`config.mk`:
```
export PLATFORM = sky130hd
export DESIGN_NAME = dal_regs
export DESIGN_NICKNAME = d
export VERILOG_FILES = /design/src/verilog/dal_pkg.sv /design/src/verilog/dal_regs.sv
export SDC_FILE = /design/constraint.sdc
export NUM_CORES = 1
export LEC_CHECK = 0
export BUFFER_PORTS_ARGS = -buffer_cell sky130_fd_sc_hd__buf_4
export CORE_ASPECT_RATIO = 0.9
export CORE_MARGIN = 2
export CORE_UTILIZATION = 48
export CTS_CLUSTER_SIZE = 16
export DETAILED_ROUTE_END_ITERATION = 10
export PLACE_DENSITY = 0.77
export RECOVER_POWER = 50
export SETUP_SLACK_MARGIN = 0.02
export SLEW_MARGIN = 5
export SYNTH_ARGS = -nofsm -noshare
export SYNTH_HDL_FRONTEND = slang
export SYNTH_SLANG_ARGS = --single-unit
```
`constraint.sdc`:
```
create_clock -name mclk_i -period 1.25 [get_ports mclk_i]
set_input_delay 0.0625 -clock mclk_i [delete_from_list [all_inputs] [get_ports mclk_i]]
set_output_delay 0.0625 -clock mclk_i [all_outputs]
set_load 0.05 [all_outputs]
```
`src/verilog/dal_pkg.sv`:
```
// Purpose: constants for the debug access layer register set
// Assumes: 8-bit register port, 4-bit offsets from the link layer
// Notes: phy_control_b offset is chosen locally (none printed)
package dal_pkg;
	// ------------------------------------------------------------
	// register offsets
	// ------------------------------------------------------------
	localparam logic [3:0] OFS_PHY_CONTROL_B = 4'h3;
	localparam logic [3:0] OFS_KEY_STATUS = 4'h7;
	localparam logic [3:0] OFS_SYSTEM_RESET_REQUEST = 4'h8;
	localparam logic [3:0] OFS_PORT_CLOCK_CONTROL = 4'h9;
	localparam logic [3:0] OFS_SYSTEM_CONTROL = 4'hA;
	localparam logic [3:0] OFS_SYSTEM_STATUS = 4'hB;
	localparam logic [3:0] OFS_CRC_SCAN_STATUS = 4'hC;
	// ------------------------------------------------------------
	// fields and values
	// ------------------------------------------------------------
	localparam int BIT_SUPPRESS_NACK = 4;
	localparam int BIT_COLLISION_OFF = 3;
	localparam int BIT_PORT_DISABLE = 2;
	localparam int BIT_KEY_UROW = 5;
	localparam int BIT_KEY_PROG = 4;
	localparam int BIT_KEY_ERASE = 3;
	localparam int BIT_RESET_HELD = 0;
	localparam int BIT_USER_ROW_DONE = 1;
	localparam int BIT_CLOCK_REQUEST = 0;
	localparam int BIT_RESET_ACTIVE = 5;
	localparam int BIT_SLEEPING = 4;
	localparam int BIT_PROG_READY = 3;
	localparam int BIT_UROW_READY = 2;
	localparam int BIT_LOCKED = 0;
	localparam logic [7:0] RESET_SIGNATURE = 8'h59;
	localparam logic [7:0] ZERO_BYTE = 8'h00;
	localparam logic [2:0] PHY_CONTROL_MASK = 3'h7;
	// clock select codes
	typedef enum logic [1:0] {
		DAL_CLK_RSVD = 2'b00,
		DAL_CLK_16M = 2'b01,
		DAL_CLK_8M = 2'b10,
		DAL_CLK_4M = 2'b11
	} dal_clk_sel_t;
	localparam logic [2:0] CRC_OFF = 3'h0;
	localparam logic [2:0] CRC_BUSY = 3'h1;
	localparam logic [2:0] CRC_GOOD = 3'h2;
	localparam logic [2:0] CRC_FAIL = 3'h4;
endpackage : dal_pkg

```
`src/verilog/dal_regs.sv`:
```
// Purpose: access layer control and status registers of the debug port
// Assumes: wr/rd strobes are one-cycle pulses synchronous to mclk_i
// Notes: all outputs come from flip-flops; system reset is separate
//
// Behaviour
// - suppress-nack bit stops nack on reset
// - collision detect on unless bit set or port off
// - port disable clears phy, keys, clock request
// - key status shows three key bits
// - programming key clears when programming done
// - erase key clears when erase done
// - 0x59 asserts system reset, else releases
// - reset register reads held reset in bit0
// - system reset never resets this port
// - clock select 1/2/3 gives 16/8/4 MHz
// - user-row-done write starts flash programming
// - user-row-done writable only with key active
// - clock request bit drives clock request
// - clock request set on enable, cleared off
// - reset-active sticky, cleared on read
// - sleep bit follows system sleep state
// - programming ready bit shown when allowed
// - user row ready bit shown when allowed
// - lock bit follows device lock state
// - crc status reports one-hot codes
module dal_regs
	import dal_pkg::*;
(
	input wire logic mclk_i,
	input wire logic arst_n_i,
	input wire logic port_enable_i,
	input wire logic reg_wr_i,
	input wire logic reg_rd_i,
	input wire logic [3:0] reg_addr_i,
	input wire logic [7:0] reg_wdata_i,
	input wire logic key_urow_set_i,
	input wire logic key_prog_set_i,
	input wire logic key_erase_set_i,
	input wire logic prog_done_i,
	input wire logic erase_done_i,
	input wire logic sys_in_reset_i,
	input wire logic sys_sleeping_i,
	input wire logic prog_ready_i,
	input wire logic urow_ready_i,
	input wire logic device_locked_i,
	input wire logic [2:0] crc_status_i,
	output logic [7:0] reg_rdata_o,
	output logic suppress_negative_ack_o,
	output logic collision_detect_on_o,
	output logic phy_shutdown_o,
	output logic system_reset_o,
	output logic [1:0] port_clock_select_o,
	output logic system_clock_request_o,
	output logic user_row_done_o
);
	// ------------------------------------------------------------
	// decode
	// ------------------------------------------------------------
	logic [2:0] phy_ctl;
	logic [2:0] keys;
	logic reset_held;
	logic [1:0] clk_sel;
	logic clk_req;
	logic rst_active;
	logic en_q;
	logic port_dead;
	logic urow_pulse;
	logic [7:0] next_rdata;
	wire wr_phy = reg_wr_i && reg_addr_i == OFS_PHY_CONTROL_B;
	wire wr_rst = reg_wr_i && reg_addr_i == OFS_SYSTEM_RESET_REQUEST;
	wire wr_clk = reg_wr_i && reg_addr_i == OFS_PORT_CLOCK_CONTROL;
	wire wr_sys = reg_wr_i && reg_addr_i == OFS_SYSTEM_CONTROL;
	wire rd_stat = reg_rd_i && reg_addr_i == OFS_SYSTEM_STATUS;
	// disable write kills the port in the same cycle
	wire disable_now = wr_phy && reg_wdata_i[BIT_PORT_DISABLE];
	wire enable_rise = port_enable_i && !en_q;
	// a one-cycle shutdown would let the link carry on with cleared keys;
	// limitation: only a fresh enable edge brings the port back
	wire port_off = disable_now || !port_enable_i
		|| (port_dead && !enable_rise);
	// key gate: the done bit is dead without the row key
	wire urow_wr = wr_sys && keys[2] && !port_off;
	// clock select field in package bit order (2 lsb of byte)
	wire [1:0] clk_new = reg_wdata_i[1:0];

	// ------------------------------------------------------------
	// phy control, keys, reset request, clock select
	// ------------------------------------------------------------
	// system reset is an output only; this logic sees only arst_n_i
	always_ff @(posedge mclk_i or negedge arst_n_i) begin
		if (!arst_n_i) begin
			phy_ctl <= 3'h0;
			keys <= 3'h0;
			reset_held <= 1'b0;
			clk_sel <= DAL_CLK_4M;
			en_q <= 1'b0;
			port_dead <= 1'b0;
		end else begin
			en_q <= port_enable_i;
			// disable stays in force until the next enable edge
			if (disable_now)
				port_dead <= 1'b1;
			else if (enable_rise)
				port_dead <= 1'b0;
			if (port_off) begin
				phy_ctl <= 3'h0;
				keys <= 3'h0;
				clk_sel <= DAL_CLK_4M;
			end else begin
				if (wr_phy)
					phy_ctl <= reg_wdata_i[4:2] & PHY_CONTROL_MASK;
				// set wins over the completion clear
				keys[2] <= keys[2] || key_urow_set_i;
				keys[1] <= key_prog_set_i || (keys[1] && !prog_done_i);
				keys[0] <= key_erase_set_i || (keys[0] && !erase_done_i);
				if (enable_rise)
					clk_sel <= DAL_CLK_4M;
				else if (wr_clk && clk_new != DAL_CLK_RSVD)
					clk_sel <= clk_new;
			end
			if (wr_rst)
				reset_held <= (reg_wdata_i == RESET_SIGNATURE);
		end
	end

	// ------------------------------------------------------------
	// system control: clock request and user row done
	// ------------------------------------------------------------
	always_ff @(posedge mclk_i or negedge arst_n_i) begin
		if (!arst_n_i) begin
			clk_req <= 1'b0;
			urow_pulse <= 1'b0;
		end else begin
			urow_pulse <= urow_wr && reg_wdata_i[BIT_USER_ROW_DONE];
			if (port_off)
				clk_req <= 1'b0;
			else if (enable_rise)
				clk_req <= 1'b1;
			else if (wr_sys)
				clk_req <= reg_wdata_i[BIT_CLOCK_REQUEST];
		end
	end

	// ------------------------------------------------------------
	// sticky reset-active flag, set wins over read clear
	// ------------------------------------------------------------
	wire rst_seen = sys_in_reset_i || reset_held;
	always_ff @(posedge mclk_i or negedge arst_n_i) begin
		if (!arst_n_i)
			rst_active <= 1'b0;
		else
			rst_active <= rst_seen || (rst_active && !rd_stat);
	end

	// ------------------------------------------------------------
	// read mux
	// ------------------------------------------------------------
	always_comb begin
		next_rdata = ZERO_BYTE;
		if (reg_rd_i) begin
			unique case (reg_addr_i)
				OFS_PHY_CONTROL_B: next_rdata[4:2] = phy_ctl;
				OFS_KEY_STATUS: next_rdata[5:3] = keys;
				OFS_SYSTEM_RESET_REQUEST:
					next_rdata[BIT_RESET_HELD] = reset_held;
				OFS_PORT_CLOCK_CONTROL: next_rdata[1:0] = clk_sel;
				OFS_SYSTEM_CONTROL: next_rdata[BIT_CLOCK_REQUEST] = clk_req;
				OFS_SYSTEM_STATUS: begin
					next_rdata[BIT_RESET_ACTIVE] = rst_active;
					next_rdata[BIT_SLEEPING] = sys_sleeping_i;
					next_rdata[BIT_PROG_READY] = prog_ready_i;
					next_rdata[BIT_UROW_READY] = urow_ready_i;
					next_rdata[BIT_LOCKED] = device_locked_i;
				end
				OFS_CRC_SCAN_STATUS: next_rdata[2:0] = crc_status_i;
				default: next_rdata = ZERO_BYTE;
			endcase
		end
	end

	// ------------------------------------------------------------
	// registered outputs
	// ------------------------------------------------------------
	always_ff @(posedge mclk_i or negedge arst_n_i) begin
		if (!arst_n_i) begin
			reg_rdata_o <= ZERO_BYTE;
			suppress_negative_ack_o <= 1'b0;
			collision_detect_on_o <= 1'b0;
			phy_shutdown_o <= 1'b1;
			system_reset_o <= 1'b0;
			port_clock_select_o <= DAL_CLK_4M;
			system_clock_request_o <= 1'b0;
			user_row_done_o <= 1'b0;
		end else begin
			reg_rdata_o <= next_rdata;
			suppress_negative_ack_o <= phy_ctl[2];
			collision_detect_on_o <= !phy_ctl[1] && !port_off;
			phy_shutdown_o <= port_off;
			system_reset_o <= reset_held;
			port_clock_select_o <= clk_sel;
			system_clock_request_o <= clk_req && !port_off;
			user_row_done_o <= urow_pulse;
		end
	end

	// ------------------------------------------------------------
	// checks
	// ------------------------------------------------------------
	// controls show two edges after a write, a port disable one edge after; read data one edge after
	a_sig_reset: assert property (
		@(posedge mclk_i) disable iff (!arst_n_i)
		wr_rst && reg_wdata_i == RESET_SIGNATURE |-> ##2 system_reset_o)
		else $error("signature did not assert system reset");
	a_other_release: assert property (
		@(posedge mclk_i) disable iff (!arst_n_i)
		wr_rst && reg_wdata_i != RESET_SIGNATURE |-> ##2 !system_reset_o)
		else $error("other value did not release reset");
	a_held_read: assert property (
		@(posedge mclk_i) disable iff (!arst_n_i)
		reg_rd_i && reg_addr_i == OFS_SYSTEM_RESET_REQUEST
		|=> reg_rdata_o == {7'h00, $past(reset_held)})
		else $error("reset request read wrong");
	a_no_port_reset: assert property (
		@(posedge mclk_i) disable iff (!arst_n_i)
		system_reset_o && !port_off && !reg_wr_i && !enable_rise
		|=> clk_sel == $past(clk_sel) && clk_req == $past(clk_req))
		else $error("system reset disturbed the port");
	a_disable_clears: assert property (
		@(posedge mclk_i) disable iff (!arst_n_i)
		disable_now |=> keys == 3'h0 && !clk_req ##0 phy_shutdown_o)
		else $error("disable left keys or clock request");
	a_off_holds: assert property (
		@(posedge mclk_i) disable iff (!arst_n_i)
		port_off |=> phy_shutdown_o && !system_clock_request_o
		&& !collision_detect_on_o)
		else $error("port off but link still active");
	a_snack_set: assert property (
		@(posedge mclk_i) disable iff (!arst_n_i)
		wr_phy && !port_off && reg_wdata_i[BIT_SUPPRESS_NACK]
		|-> ##2 suppress_negative_ack_o)
		else $error("nack suppression not applied");
	a_collision_off: assert property (
		@(posedge mclk_i) disable iff (!arst_n_i)
		wr_phy && !port_off && reg_wdata_i[BIT_COLLISION_OFF]
		|-> ##2 !collision_detect_on_o)
		else $error("collision detect not turned off");
	a_collision_on: assert property (
		@(posedge mclk_i) disable iff (!arst_n_i)
		(wr_phy && !port_off && !reg_wdata_i[BIT_COLLISION_OFF])
		##1 !port_off |=> collision_detect_on_o)
		else $error("collision detect not turned on");
	a_key_read: assert property (
		@(posedge mclk_i) disable iff (!arst_n_i)
		reg_rd_i && reg_addr_i == OFS_KEY_STATUS
		|=> reg_rdata_o == {2'h0, $past(keys), 3'h0})
		else $error("key status read wrong");
	a_prog_clear: assert property (
		@(posedge mclk_i) disable iff (!arst_n_i)
		keys[1] && prog_done_i && !key_prog_set_i |=> !keys[1])
		else $error("programming key not cleared");
	a_erase_clear: assert property (
		@(posedge mclk_i) disable iff (!arst_n_i)
		keys[0] && erase_done_i && !key_erase_set_i |=> !keys[0])
		else $error("erase key not cleared");
	a_clk_default: assert property (
		@(posedge mclk_i) disable iff (!arst_n_i)
		enable_rise |-> ##2 port_clock_select_o == DAL_CLK_4M)
		else $error("clock select not default on enable");
	a_clk_write: assert property (
		@(posedge mclk_i) disable iff (!arst_n_i)
		wr_clk && !port_off && !enable_rise && clk_new != DAL_CLK_RSVD
		|-> ##2 port_clock_select_o == $past(clk_new, 2))
		else $error("clock select write not applied");
	a_clk_reserved: assert property (
		@(posedge mclk_i) disable iff (!arst_n_i)
		wr_clk && !port_off && !enable_rise && clk_new == DAL_CLK_RSVD
		|=> clk_sel == $past(clk_sel))
		else $error("reserved clock code was taken");
	a_urow_pulse: assert property (
		@(posedge mclk_i) disable iff (!arst_n_i)
		urow_wr && reg_wdata_i[BIT_USER_ROW_DONE] |-> ##2 user_row_done_o)
		else $error("done write gave no pulse");
	a_urow_gated: assert property (
		@(posedge mclk_i) disable iff (!arst_n_i)
		wr_sys && !keys[2] |-> ##2 !user_row_done_o)
		else $error("done pulse without row key");
	a_system_clock_request_set: assert property (
		@(posedge mclk_i) disable iff (!arst_n_i)
		wr_sys && !port_off && !enable_rise && reg_wdata_i[BIT_CLOCK_REQUEST]
		|=> clk_req)
		else $error("clock request write not applied");
	a_system_clock_request_out: assert property (
		@(posedge mclk_i) disable iff (!arst_n_i)
		clk_req && !port_off |=> system_clock_request_o)
		else $error("clock request not driven");
	a_system_clock_request_enable: assert property (
		@(posedge mclk_i) disable iff (!arst_n_i)
		enable_rise && !disable_now |=> clk_req)
		else $error("clock request not set on enable");
	a_rst_sticky: assert property (
		@(posedge mclk_i) disable iff (!arst_n_i)
		rst_seen |=> rst_active)
		else $error("reset-active flag missed");
	a_rst_clear: assert property (
		@(posedge mclk_i) disable iff (!arst_n_i)
		rd_stat && !rst_seen |=> !rst_active)
		else $error("reset-active flag not cleared by read");
	a_status_read: assert property (
		@(posedge mclk_i) disable iff (!arst_n_i)
		rd_stat |=> reg_rdata_o[BIT_SLEEPING] == $past(sys_sleeping_i)
		&& reg_rdata_o[BIT_PROG_READY] == $past(prog_ready_i)
		&& reg_rdata_o[BIT_UROW_READY] == $past(urow_ready_i)
		&& reg_rdata_o[BIT_LOCKED] == $past(device_locked_i))
		else $error("system status read wrong");
	a_crc_read: assert property (
		@(posedge mclk_i) disable iff (!arst_n_i)
		reg_rd_i && reg_addr_i == OFS_CRC_SCAN_STATUS
		|=> reg_rdata_o == {5'h00, $past(crc_status_i)})
		else $error("crc status read wrong");
	a_idle_zero: assert property (
		@(posedge mclk_i) disable iff (!arst_n_i)
		!reg_rd_i |=> reg_rdata_o == ZERO_BYTE)
		else $error("read data not zero when idle");
	c_sig_reset: cover property (@(posedge mclk_i) system_reset_o);
	c_urow_done: cover property (@(posedge mclk_i) user_row_done_o);
	c_disable: cover property (@(posedge mclk_i) disable_now);
	c_prog_clear: cover property (@(posedge mclk_i) keys[1] && prog_done_i);
	c_rst_read: cover property (@(posedge mclk_i) rd_stat && rst_active);
endmodule : dal_regs

```
* Word-level counts from Yosys, hierarchy flattened
Index checks and enable logic that the tools add are counted. Widths: inputs -> output; s select.
Cells by class: equal/unequal tests 8, multiplexer cells 17, reductions and logical operators 37
Operators with widths (number):
- $eq 4x4->1 const B | 5
- $logic_and 1x1->1 | 17
- $mux 3 | 3
- $eq 8x7->1 const B | 1
- $logic_not 1->1 | 8
- $logic_or 1x1->1 | 7
- $mux 2 | 3
- $mux 6 | 1
- $pmux 2 s3 | 1
- $reduce_bool 2->1 | 3
- $reduce_bool 3->1 | 2
- $mux 1 | 5
- $pmux 1 s5 | 1
- $eq 4x2->1 const B | 1
- $eq 4x3->1 const B | 1
- $pmux 1 s2 | 2
- $pmux 1 s3 | 1
Storage, ports and cells: register bits after elaboration 30, bits of input ports 30, output and inout bits 16, logic and storage cells 79

* Depth between registers and ports, before layout
Gate-level depths: netlist (run 1).
word-level depth 8, depth in mapped cells 4, mapped depth without buffers 3

* Least setup slack after synthesis (run 1)
OpenSTA, ideal clock, no wires.
path kind reg-to-reg, from reg port_dead, to reg urow_pulse, setup time 0.101 ns, arrival 0.955 ns, data required time 1.149 ns, setup slack 0.194 ns, stages on the path, launching flop included 4, buffers on the path 0, period minus slack after synthesis 1.056 ns, path through dfrtp_1 -> a21boi_2 -> o21ai_4 -> nor4_1
Between the ends: longest elaborated chain between the ends 5
Ends and longest elaborated chain:
- from (decl) | line dal_regs.sv:66 | logic port_dead;
- from (signal assigned) | line dal_regs.sv:97 | port_dead <= 1'b0;
- from (signal assigned) | line dal_regs.sv:102 | port_dead <= 1'b1;
- from (signal assigned) | line dal_regs.sv:104 | port_dead <= 1'b0;
- $logic_and 1x1->1 | line dal_regs.sv:80 | || (port_dead && !enable_rise);
- $logic_or 1x1->1 | line dal_regs.sv:80
- named net port_off | line dal_regs.sv:79 | wire port_off = disable_now || !port_enable_i
- $logic_not 1->1 | line dal_regs.sv:82 | wire urow_wr = wr_sys && keys[2] && !port_off;
- $logic_and 1x1->1 | line dal_regs.sv:82
- $logic_and 1x1->1 | line dal_regs.sv:134 | urow_pulse <= urow_wr && reg_wdata_i[BIT_USER_ROW_DONE];
- to (signal assigned) | line dal_regs.sv:134
- to (decl) | line dal_regs.sv:67 | logic urow_pulse;
The timed path passes the listed nets, and every way through them passes these cells. A chain may end at the register's enable or synchronous reset.

* Worst setup path after layout (run 1)
Same ends and word-level chain as after synthesis.

==> results.json, run 1 <==
{
  "chipHeight_um": 53.5,
  "synth_top_cell_area_share_pct": 44.1,
  "dp.cells": 186,
  "io_pins": 46,
  "overflow": 0,
  "first_global_vias": 993,
  "finalSetupViolations": 0,
  "postRouteWirelength_um": 2790,
  "final_cells": 205,
  "finalSetupTns_ps": 0,
  "switchingPower_uw": 438,
  "num_rows": 17,
  "fillers": 199,
  "wl_per_cell_um": 13.6,
  "clock_sinks": 28,
  "async_flop_share_pct": 100,
  "diodes": 0,
  "grt_pass1_wl_um": 4370,
  "synth_area_leaders": "dfrtp_1, dfstp_2, nand3b_1",
  "skew_ps": 7.09,
  "antenna_found_initial": 0,
  "swShare_pct": 25.7,
  "grt.total_usage_pct": 18.7,
  "netlist_top_cells_count": "dfrtp_1, nor2_1, a21oi_1, nand2_1, nand3_1",
  "hold_depth": 4,
  "arrival_ps": 1390,
  "worstPathRequired_ps": 1480,
  "synth_top_area_cell": "dfrtp_1",
  "ys_warn_count": 0,
  "violations": "design-rule violations",
  "ant_nets": 0,
  "endpoint_kind": "flop",
  "netlist_area_mm2": 0.00131,
  "comb_power_share_pct": 19.4,
  "core-area_mm2": 0.00251,
  "status": "finished, violations left",
  "place.gp.congestion": 0.854,
  "powerDensity_mw_per_mm2": 940,
  "yosysMostFrequentCell": "dfrtp_1",
  "insertion_delay_ps": 310,
  "avgViaCountPerCell": 5.25,
  "synth_seq_cells": 28,
  "maxSlewHeadroom_pct": 56.9,
  "reg2reg_depth": 3,
  "areaGrowthSynthToFinish_pct": 38.5,
  "r2r-end": "urow_pulse$_DFF_PN0_",
  "slowest_delay_ps": 440,
  "r2r_start": "port_dead$_DFFE_PN0P_",
  "drv_cap": 0,
  "hold_viol": 0,
  "drc": 3,
  "reg2reg_setup_slack_ps": 90,
  "clock_path_buffers": 2,
  "path_buf_inv": 0,
  "synthDistinctLibCells": 37,
  "crit_fanout": 9,
  "clk_transition_reported_paths_ps": 140,
  "fin_crit_sh_pct": 93.2,
  "design.die.area_mm2": 0.00316,
  "critical_path.cell_chain": "a21boi_4 > o21ai_4 > nor4_1",
  "synth-edff-count": 0,
  "finalMaxSlewViolations": 0,
  "power_frac_seq_pct": 55.8,
  "syn_area_per_cell_um2": 10.9,
  "crit_slowest_cell": "dfrtp_1",
  "cts-buffers-inserted": 3,
  "vias": 1076,
  "grt_max_degree": 29,
  "drtPass1Iterations": 7,
  "holdCritStartpoint": "reg_wdata_i[5]",
  "dieWidth_um": 59.0,
  "drtIter0Drc": 18,
  "ys.flop_type": "dfrtp_1",
  "hold_class": "in -> reg",
  "clock.fmax_ghz": 0.859,
  "htreeDepth": 1,
  "start_kind": "flop",
  "path_delay_family": "flip-flops",
  "io_buffers": 43,
  "min_to": "reset_held$_DFFE_PN0P_",
  "start_util_pct": 52.0,
  "cts_setup_buffers": 0,
  "p_clk_share_pct": 24.9,
  "critPathKind": "reg -> reg",
  "rsz0062_at_grt": "no",
  "worst_pin_slew_ps": 647,
  "drive_gt1_share_pct": 31.6,
  "tritoncts": "yes",
  "p_int_mw": 1.26,
  "min_period_ps": 1160,
  "ir_worst_vdd_mv": 0.501,
  "nets": 208,
  "p_total_mw": 1.70,
  "synth-seq-area-share_pct": 54.1,
  "power_leakage_nw": 0.858,
  "postSynthCellCount": 120,
  "hpwlAfterDp_um": 2000,
  "cts_root_buffer": "clkbuf_4"
}
==> logic make-up (layout without fill, tap and decap cells) <==
family	after synthesis	after routing	synth area share, %
AO/OA/AOI/OAI	27	27	14.4
buffers and inverters	12	68	5.46
flip-flops	28	28	54.1
multiplexers	3	3	2.39
other	1	2	0.287
AND/OR/NAND/NOR	49	49	23.4
==> worst reg2reg max path, stage by stage (launching register included) <==
cell and delay (ps):
dfrtp_1 440, a21boi_4 230, o21ai_4 130, nor4_1 290
==> cell usage in the layout, fill, tap and decap left out, types with 2 or more instances in the layout <==
cell,count
a21oi_1,7
a31oi_1,2
buf_4,40
clkbuf_1,2
clkbuf_4,3
conb_1,2
dfrtp_1,23
dfstp_1,2
dfstp_2,3
dlygate4sd3_1,15
inv_1,6
mux2i_1,2
nand2_1,7
nand2b_1,4
nand3_1,7
nand3b_1,6
nand3b_4,2
nand4_1,2
nor2_1,9
nor2b_1,2
o21ai_0,6
o31ai_1,3
or3_1,3
==> through the flow <==
| stage | hold WS (ps) | instance area (um2) | utilization, % | setup slack (ps) |
|---|---|---|---|---|
| after global placement | -11.8 | 1620 | 64.5 | 157 |
| after CTS | 0.412 | 1770 | 70.3 | 51.8 |
| after detailed placement | -7.48 | 1620 | 64.5 | 68.2 |
| after floorplan | -233 | 1310 | - | 194 |
| after global routing | 3.69 | 1810 | 72.1 | 40.6 |
| final | 14.8 | 1810 | 72.1 | 85.6 |
==> power groups by stage <==
stage | Sequential (mW) | Clock, mW | Combinational [mW]
floorplan | 1.00 | 0 | 0.125
global placement | 0.964 | 0 | 0.288
detailed placement | 0.965 | 0 | 0.293
CTS | 0.948 | 0.431 | 0.322
global route | 0.951 | 0.476 | 0.360
finish | 0.949 | 0.423 | 0.330
==> worst max-delay path by stage <==
| stage | start | to | depth (start not counted) |
|---|---|---|---|
| detailed placement | port_dead$_DFFE_PN0P_ | urow_pulse$_DFF_PN0_ | 3 |
| finish | port_dead$_DFFE_PN0P_ | urow_pulse$_DFF_PN0_ | 3 |
| global placement | port_dead$_DFFE_PN0P_ | urow_pulse$_DFF_PN0_ | 3 |
| CTS | port_dead$_DFFE_PN0P_ | urow_pulse$_DFF_PN0_ | 3 |
| floorplan | port_dead$_DFFE_PN0P_ | urow_pulse$_DFF_PN0_ | 3 |
| global route | reg_rd_i | rst_active$_DFF_PN0_ | 5 |
==> state kept, by name, indices dropped and copies added, names as in the netlist, 2 cells and up <==
signal	cells
clk_sel	2
phy_ctl	3
reg_rdata_o	6
port_clock_select_o	2
keys	3
==> cell type report <==
class / instances / area, um2 / area share (%)
clock buffers: 4 / 36.3 / 2.01
inverters: 6 / 22.5 / 1.24
multi-input cells: 81 / 546 / 30.2
flip-flops and latches: 28 / 707 / 39.1
well taps: 28 / 35.0 / 1.94
repair buffers: 58 / 463 / 25.6
==> timing repair <==
action                                 CTS  global route
hold buffers                            11             4
gates resized for setup                  0             2
endpoints found under the hold margin   37             2
setup endpoints to repair                0             2
==> metal layers <==
metal  part of all wire, %  vias to the layer above  track usage [%]
met4                  0.54                        0             4.92
li1                      -                      535                -
met1                    48                      510             25.2
met5                     0                        -                0
met3                   4.3                        2             3.18
met2                    47                       29             31.1
Note: power is estimated with default switching activity, not from simulation.
==> inputs of run 2 (changes only) <==
ABC_AREA = 1   (was unset)
==> results.json, run 2 <==
{
  "async_flop_share_pct": 100,
  "busiest_layer": "met2",
  "crit_fanout": 1,
  "final_area_mm2": 0.00180,
  "synth_top_cell_area_share_pct": 44.0,
  "arrival_ps": 1060,
  "crit_slowest_cell": "dfstp_2",
  "synth-edff-count": 0,
  "min_period_ps": 1120,
  "cts-buffers-inserted": 3,
  "antenna_found_initial": 0,
  "critical_path.cell_chain": "buf_4",
  "netlist_area_mm2": 0.00131,
  "switchingPower_uw": 492,
  "synth_top_area_cell": "dfrtp_1",
  "core-area_mm2": 0.00253,
  "synth_compound_area_share_pct": 3.92,
  "diodes": 0,
  "synth_seq_cells": 28,
  "design.die.area_mm2": 0.00316,
  "final_common_cell": "buf_4",
  "endpoint_kind": "output pin",
  "synth_top_family_by_area": "simple AND/OR/NAND/NOR gates",
  "drtPass1Iterations": 5,
  "powerDensity_mw_per_mm2": 944,
  "ant_nets": 0,
  "clk_transition_reported_paths_ps": 150,
  "min_to": "reg_rdata_o[4]$_DFF_PN0_",
  "chipHeight_um": 53.5,
  "synthDistinctLibCells": 26,
  "slowest_delay_ps": 550,
  "layout_common_cells": "buf_4, nand2_1, dfrtp_1",
  "path_delay_family": "flip-flops",
  "clock_sinks": 28,
  "r2r_start": "port_dead$_DFFE_PN0P_",
  "grt.total_usage_pct": 21.5,
  "finalMaxSlewViolations": 0,
  "ctsResizeCount": 0,
  "critPathKind": "reg -> out",
  "final_cells": 240,
  "start_util_pct": 51.7,
  "cts_setup_buffers": 0,
  "power_frac_seq_pct": 56.6,
  "drive_gt1_share_pct": 30.7,
  "netlist_top_cells_count": "nand2_1, dfrtp_1, inv_1, nor2_1, nand3_1",
  "insertion_delay_ps": 320,
  "p_int_mw": 1.21,
  "p_clk_share_pct": 22.5,
  "placed_cell_area_mm2": 0.00166,
  "wl_per_cell_um": 12.5,
  "fin_crit_sh_pct": 89.6,
  "vias": 1171,
  "postSynthCellCount": 153,
  "io_pins": 46,
  "synth-adder-area-share_pct": 0,
  "hold_depth": 5,
  "rsz0062_at_grt": "no",
  "areaGrowthSynthToFinish_pct": 37.8,
  "avgViaCountPerCell": 4.88,
  "r2r-end": "phy_ctl[1]$_DFFE_PN0P_",
  "dp.cells": 224,
  "met3_usage_pct": 6.25,
  "status": "complete, no violations",
  "maxSlewHeadroom_pct": 54.4,
  "swShare_pct": 28.9,
  "nets": 243,
  "finalSetupTns_ps": 0,
  "skew_ps": 6.74,
  "largest_reg_flops": 6,
  "hold_viol": 0,
  "use_met1_pct": 25.3,
  "reg2reg_depth": 4,
  "met2_usage_pct": 38.9,
  "synthXorXnorAreaFrac_pct": 0,
  "worstPathRequired_ps": 1190,
  "io_buffers": 43,
  "num_rows": 17,
  "place.gp.congestion": 0.794,
  "synthMuxAreaShare_pct": 0,
  "clock.fmax_ghz": 0.893,
  "comb_power_share_pct": 20.9,
  "reg2reg_setup_slack_ps": 150,
  "overflow": 0,
  "drtIter0Drc": 31,
  "postRouteWirelength_um": 3010,
  "htreeDepth": 1,
  "path_buf_inv": 1,
  "crit_start": "port_clock_select_o[0]$_DFF_PN1_",
  "finalSetupViolations": 0,
  "first_global_vias": 1160,
  "synth-seq-area-share_pct": 54.0,
  "grt_pass1_wl_um": 4970,
  "cts_root_buffer": "clkbuf_4",
  "synth_area_leaders": "dfrtp_1, nand2_1, dfstp_2",
  "drv_cap": 0,
  "hold_class": "in -> reg",
  "multi_input_area_um2": 488,
  "hpwlAfterDp_um": 2290,
  "worst_pin_slew_ps": 685,
  "dieWidth_um": 59.0,
  "top_regs": "reg_rdata_o (6), keys (3), phy_ctl (3)",
  "drc": 0,
  "tritoncts": "yes",
  "ir_worst_vdd_mv": 0.737,
  "ys.flop_type": "dfrtp_1",
  "power_leakage_nw": 0.966,
  "grt_max_degree": 29,
  "syn_area_per_cell_um2": 8.55,
  "holdCritStartpoint": "sys_sleeping_i",
  "start_kind": "flop",
  "yosys.area_share.simple_pct": 32.8,
  "seq_area_um2": 707,
  "ys_warn_count": 0,
  "largest-register": "reg_rdata_o",
  "fillers": 196,
  "yosysMostFrequentCell": "nand2_1",
  "clock_path_buffers": 2
}
run 2: cell count changes in the layout (fill, tap and decap cells not counted), moves of 4 or more:
cell      previous run  this run
nand2_1              7        39
nand3_1              7        15
nand3b_1             6         0
nand2b_1             4         0
inv_1                6        21
o21ai_0              6         1
nor2_1               9        17
run 2: logic make-up (layout without fill, tap and decap cells):
kind of cell           after synthesis  after routing
DFF                                 28             28
and+or+nand+nor                     86             86
AOI/OAI and AO/OA                   10             10
other                                1              2
buffers and inverters               28             86
run 2: per-stage QoR:
step	utilization [%]	setup WS [ps]	power [mW]	hold WS, ps
after floorplan	-	209	1.15	-233
after global placement	65.7	220	1.30	-12.6
after detailed placement	65.7	162	1.31	-1.46
after CTS	71.5	118	1.73	18.2
after global routing	71.2	89.0	1.80	33.4
final	71.2	131	1.70	28.5
run 2: layer usage:
layer,wire length [um],vias to the layer above,share of wire (%)
met1,1210,533,40
met2,1590,43,53
met5,0,-,0
li1,-,590,-
met3,189,5,6.3
met4,23,0,0.76
run 2: how the worst max path moves through the flow:
| stage | depth (start not counted) | endpoint |
|---|---|---|
| after floorplan | 4 | clk_sel[0]$_DFFE_PN1P_ |
| after global placement | 4 | clk_sel[1]$_DFFE_PN1P_ |
| after detailed placement | 4 | clk_sel[0]$_DFFE_PN1P_ |
| after CTS | 1 | port_clock_select_o[0] |
| after global routing | 1 | port_clock_select_o[0] |
| final | 1 | port_clock_select_o[0] |
run 2: layout make-up:
class,instances,share of cell area [%]
sequential,28,39.2
multi-input combinational,98,27.1
timing repair buffer,56,24.6
inverter,26,5.69
tap,28,1.94
clock buffer,4,1.46
run 2: power groups by stage:
| stage | sequential (mW) | combinational [mW] | clock, mW |
|---|---|---|---|
| after global routing | 0.969 | 0.389 | 0.439 |
| after global placement | 0.981 | 0.319 | 0 |
| after CTS | 0.965 | 0.361 | 0.404 |
| final | 0.964 | 0.356 | 0.382 |
| after detailed placement | 0.982 | 0.329 | 0 |
| after floorplan | 1.04 | 0.113 | 0 |
run 2: worst register-to-register path, delay by kind of cell, from the launching register on:
kind	cells	cell delay, ps
AO/OA/AOI/OAI	2	410
buffers and inverters	2	210
flip-flops	1	410
run 2: repair_timing:
item | CTS | global route
endpoints found under the hold margin | 39 | 0
setup endpoints to repair | 0 | 0
hold buffers | 12 | 0
==> inputs of run 3 (changes only) <==
BUFFER_PORTS_ARGS = -buffer_cell sky130_fd_sc_hd__buf_2   (was -buffer_cell sky130_fd_sc_hd__buf_4)
SKIP_CTS_REPAIR_TIMING = 1   (was unset)
==> results.json, run 3 (synthesis gave the netlist of run 2 again) <==
{
  "status": "complete, no violations",
  "maxUsedRoutingLayer": "met4",
  "hold_depth": 3,
  "top_regs": "reg_rdata_o (6), keys (3), phy_ctl (3)",
  "critical_path.cell_chain": "buf_2",
  "fin_crit_sh_pct": 96.4,
  "reg2reg_setup_slack_ps": 110,
  "path_buf_inv": 1,
  "grt_max_degree": 29,
  "cts-buffers-inserted": 3,
  "overflow": 0,
  "largest-register": "reg_rdata_o",
  "p_clk_share_pct": 32.0,
  "cts_root_buffer": "clkbuf_4",
  "largest_reg_flops": 6,
  "critPathKind": "reg -> out",
  "holdCritStartpoint": "reg_wdata_i[2]",
  "fillers": 210,
  "hold_viol": 0,
  "comb_power_share_pct": 16.9,
  "final_common_cell": "buf_2",
  "finalSetupTns_ps": 0,
  "p_int_mw": 1.38,
  "place.gp.congestion": 0.815,
  "first_global_vias": 1105,
  "start_util_pct": 51.7,
  "arrival_ps": 1140,
  "met2_length_um": 1460,
  "design.die.area_mm2": 0.00316,
  "crit_slowest_cell": "dfstp_2",
  "final_cells": 240,
  "io_pins": 46,
  "grt.total_usage_pct": 19.9,
  "start_kind": "flop",
  "layout_common_cells": "buf_2, nand2_1, dfrtp_1",
  "maxSlewHeadroom_pct": 55.0,
  "chipHeight_um": 53.5,
  "grt_pass1_wl_um": 4540,
  "wl_per_cell_um": 12.1,
  "drtPass1Iterations": 4,
  "num_rows": 17,
  "power_leakage_nw": 0.950,
  "dp.cells": 224,
  "clock_path_buffers": 2,
  "r2r_start": "port_dead$_DFFE_PN0P_",
  "worst_pin_slew_ps": 675,
  "clk_transition_reported_paths_ps": 150,
  "slowest_delay_ps": 540,
  "drt-met1-wl_um": 1210,
  "finalSetupViolations": 0,
  "reg2reg_depth": 4,
  "crit_fanout": 1,
  "switchingPower_uw": 508,
  "power_frac_seq_pct": 51.2,
  "rsz0062_at_grt": "no",
  "drtIter0Drc": 33,
  "endpoint_kind": "output pin",
  "r2r-end": "phy_ctl[1]$_DFFE_PN0P_",
  "tritoncts": "yes",
  "postRouteWirelength_um": 2910,
  "vias": 1179,
  "skew_ps": 7.36,
  "antenna_found_initial": 0,
  "ir_worst_vdd_mv": 0.692,
  "nets": 243,
  "worstPathRequired_ps": 1190,
  "ant_nets": 0,
  "drv_cap": 0,
  "insertion_delay_ps": 340,
  "hold_class": "in -> reg",
  "path_delay_family": "flip-flops",
  "powerDensity_mw_per_mm2": 1090,
  "clock_sinks": 28,
  "htreeDepth": 1,
  "avgViaCountPerCell": 4.91,
  "io_buffers": 43,
  "clock.fmax_ghz": 0.830,
  "dieWidth_um": 59.0,
  "dr_wl_met3_um": 182,
  "drc": 0,
  "swShare_pct": 27.0,
  "diodes": 0,
  "finalMaxSlewViolations": 0,
  "hpwlAfterDp_um": 2160,
  "min_to": "port_dead$_DFFE_PN0P_",
  "drive_gt1_share_pct": 31.1,
  "areaGrowthSynthToFinish_pct": 31.9,
  "core-area_mm2": 0.00253,
  "min_period_ps": 1200
}
==> run 3: stage by stage <==
stage                     util, %  power (mW)  setup WS (ps)  hold slack, ps  instance area, um2
final                        68.2        1.88           45.3            14.3                1730
after global routing         68.2        1.96           21.5            14.5                1730
after CTS                    63.5        1.87           32.5            -283                1610
after detailed placement     61.4        1.27            173             111                1560
after global placement       61.4        1.26            222            94.6                1560
after floorplan                 -        1.15            209            -233                1310
==> run 3: area by class of cell <==
type | instances | area (um2) | area share [%]
sequential | 28 | 707 | 40.9
multi-input combinational | 98 | 488 | 28.3
timing repair buffer | 56 | 342 | 19.8
inverter | 26 | 103 | 5.94
tap | 28 | 35.0 | 2.03
clock inverter | 1 | 30.0 | 1.74
clock buffer | 3 | 22.5 | 1.30
==> run 3: how the worst max path moves through the flow <==
stage	slack (ps)	cells past startpoint	to	from
2_1_floorplan	210	4	clk_sel[0]$_DFFE_PN1P_	port_dead$_DFFE_PN0P_
3_3_place_gp	220	4	clk_sel[1]$_DFFE_PN1P_	port_dead$_DFFE_PN0P_
3_5_place_dp	170	4	phy_ctl[1]$_DFFE_PN0P_	port_dead$_DFFE_PN0P_
4_1_cts	30	1	phy_shutdown_o	phy_shutdown_o$_DFF_PN1_
5_1_grt	20	1	port_clock_select_o[0]	port_clock_select_o[0]$_DFF_PN1_
6_report	50	1	phy_shutdown_o	phy_shutdown_o$_DFF_PN1_
==> run 3: per-layer routing <==
metal / track usage (%) / up-vias
li1: - / 584
met1: 22.1 / 538
met2: 35.4 / 50
met3: 5.53 / 7
met4: 9.85 / 0
met5: 0 / -
==> run 3: power groups by stage <==
stage                     clock [mW]  sequential, mW  combinational (mW)
after global placement             0           0.980               0.283
after floorplan                    0            1.04               0.113
after global routing           0.640           0.968               0.350
final                          0.603           0.964               0.318
after CTS                      0.613           0.965               0.291
after detailed placement           0           0.982               0.290
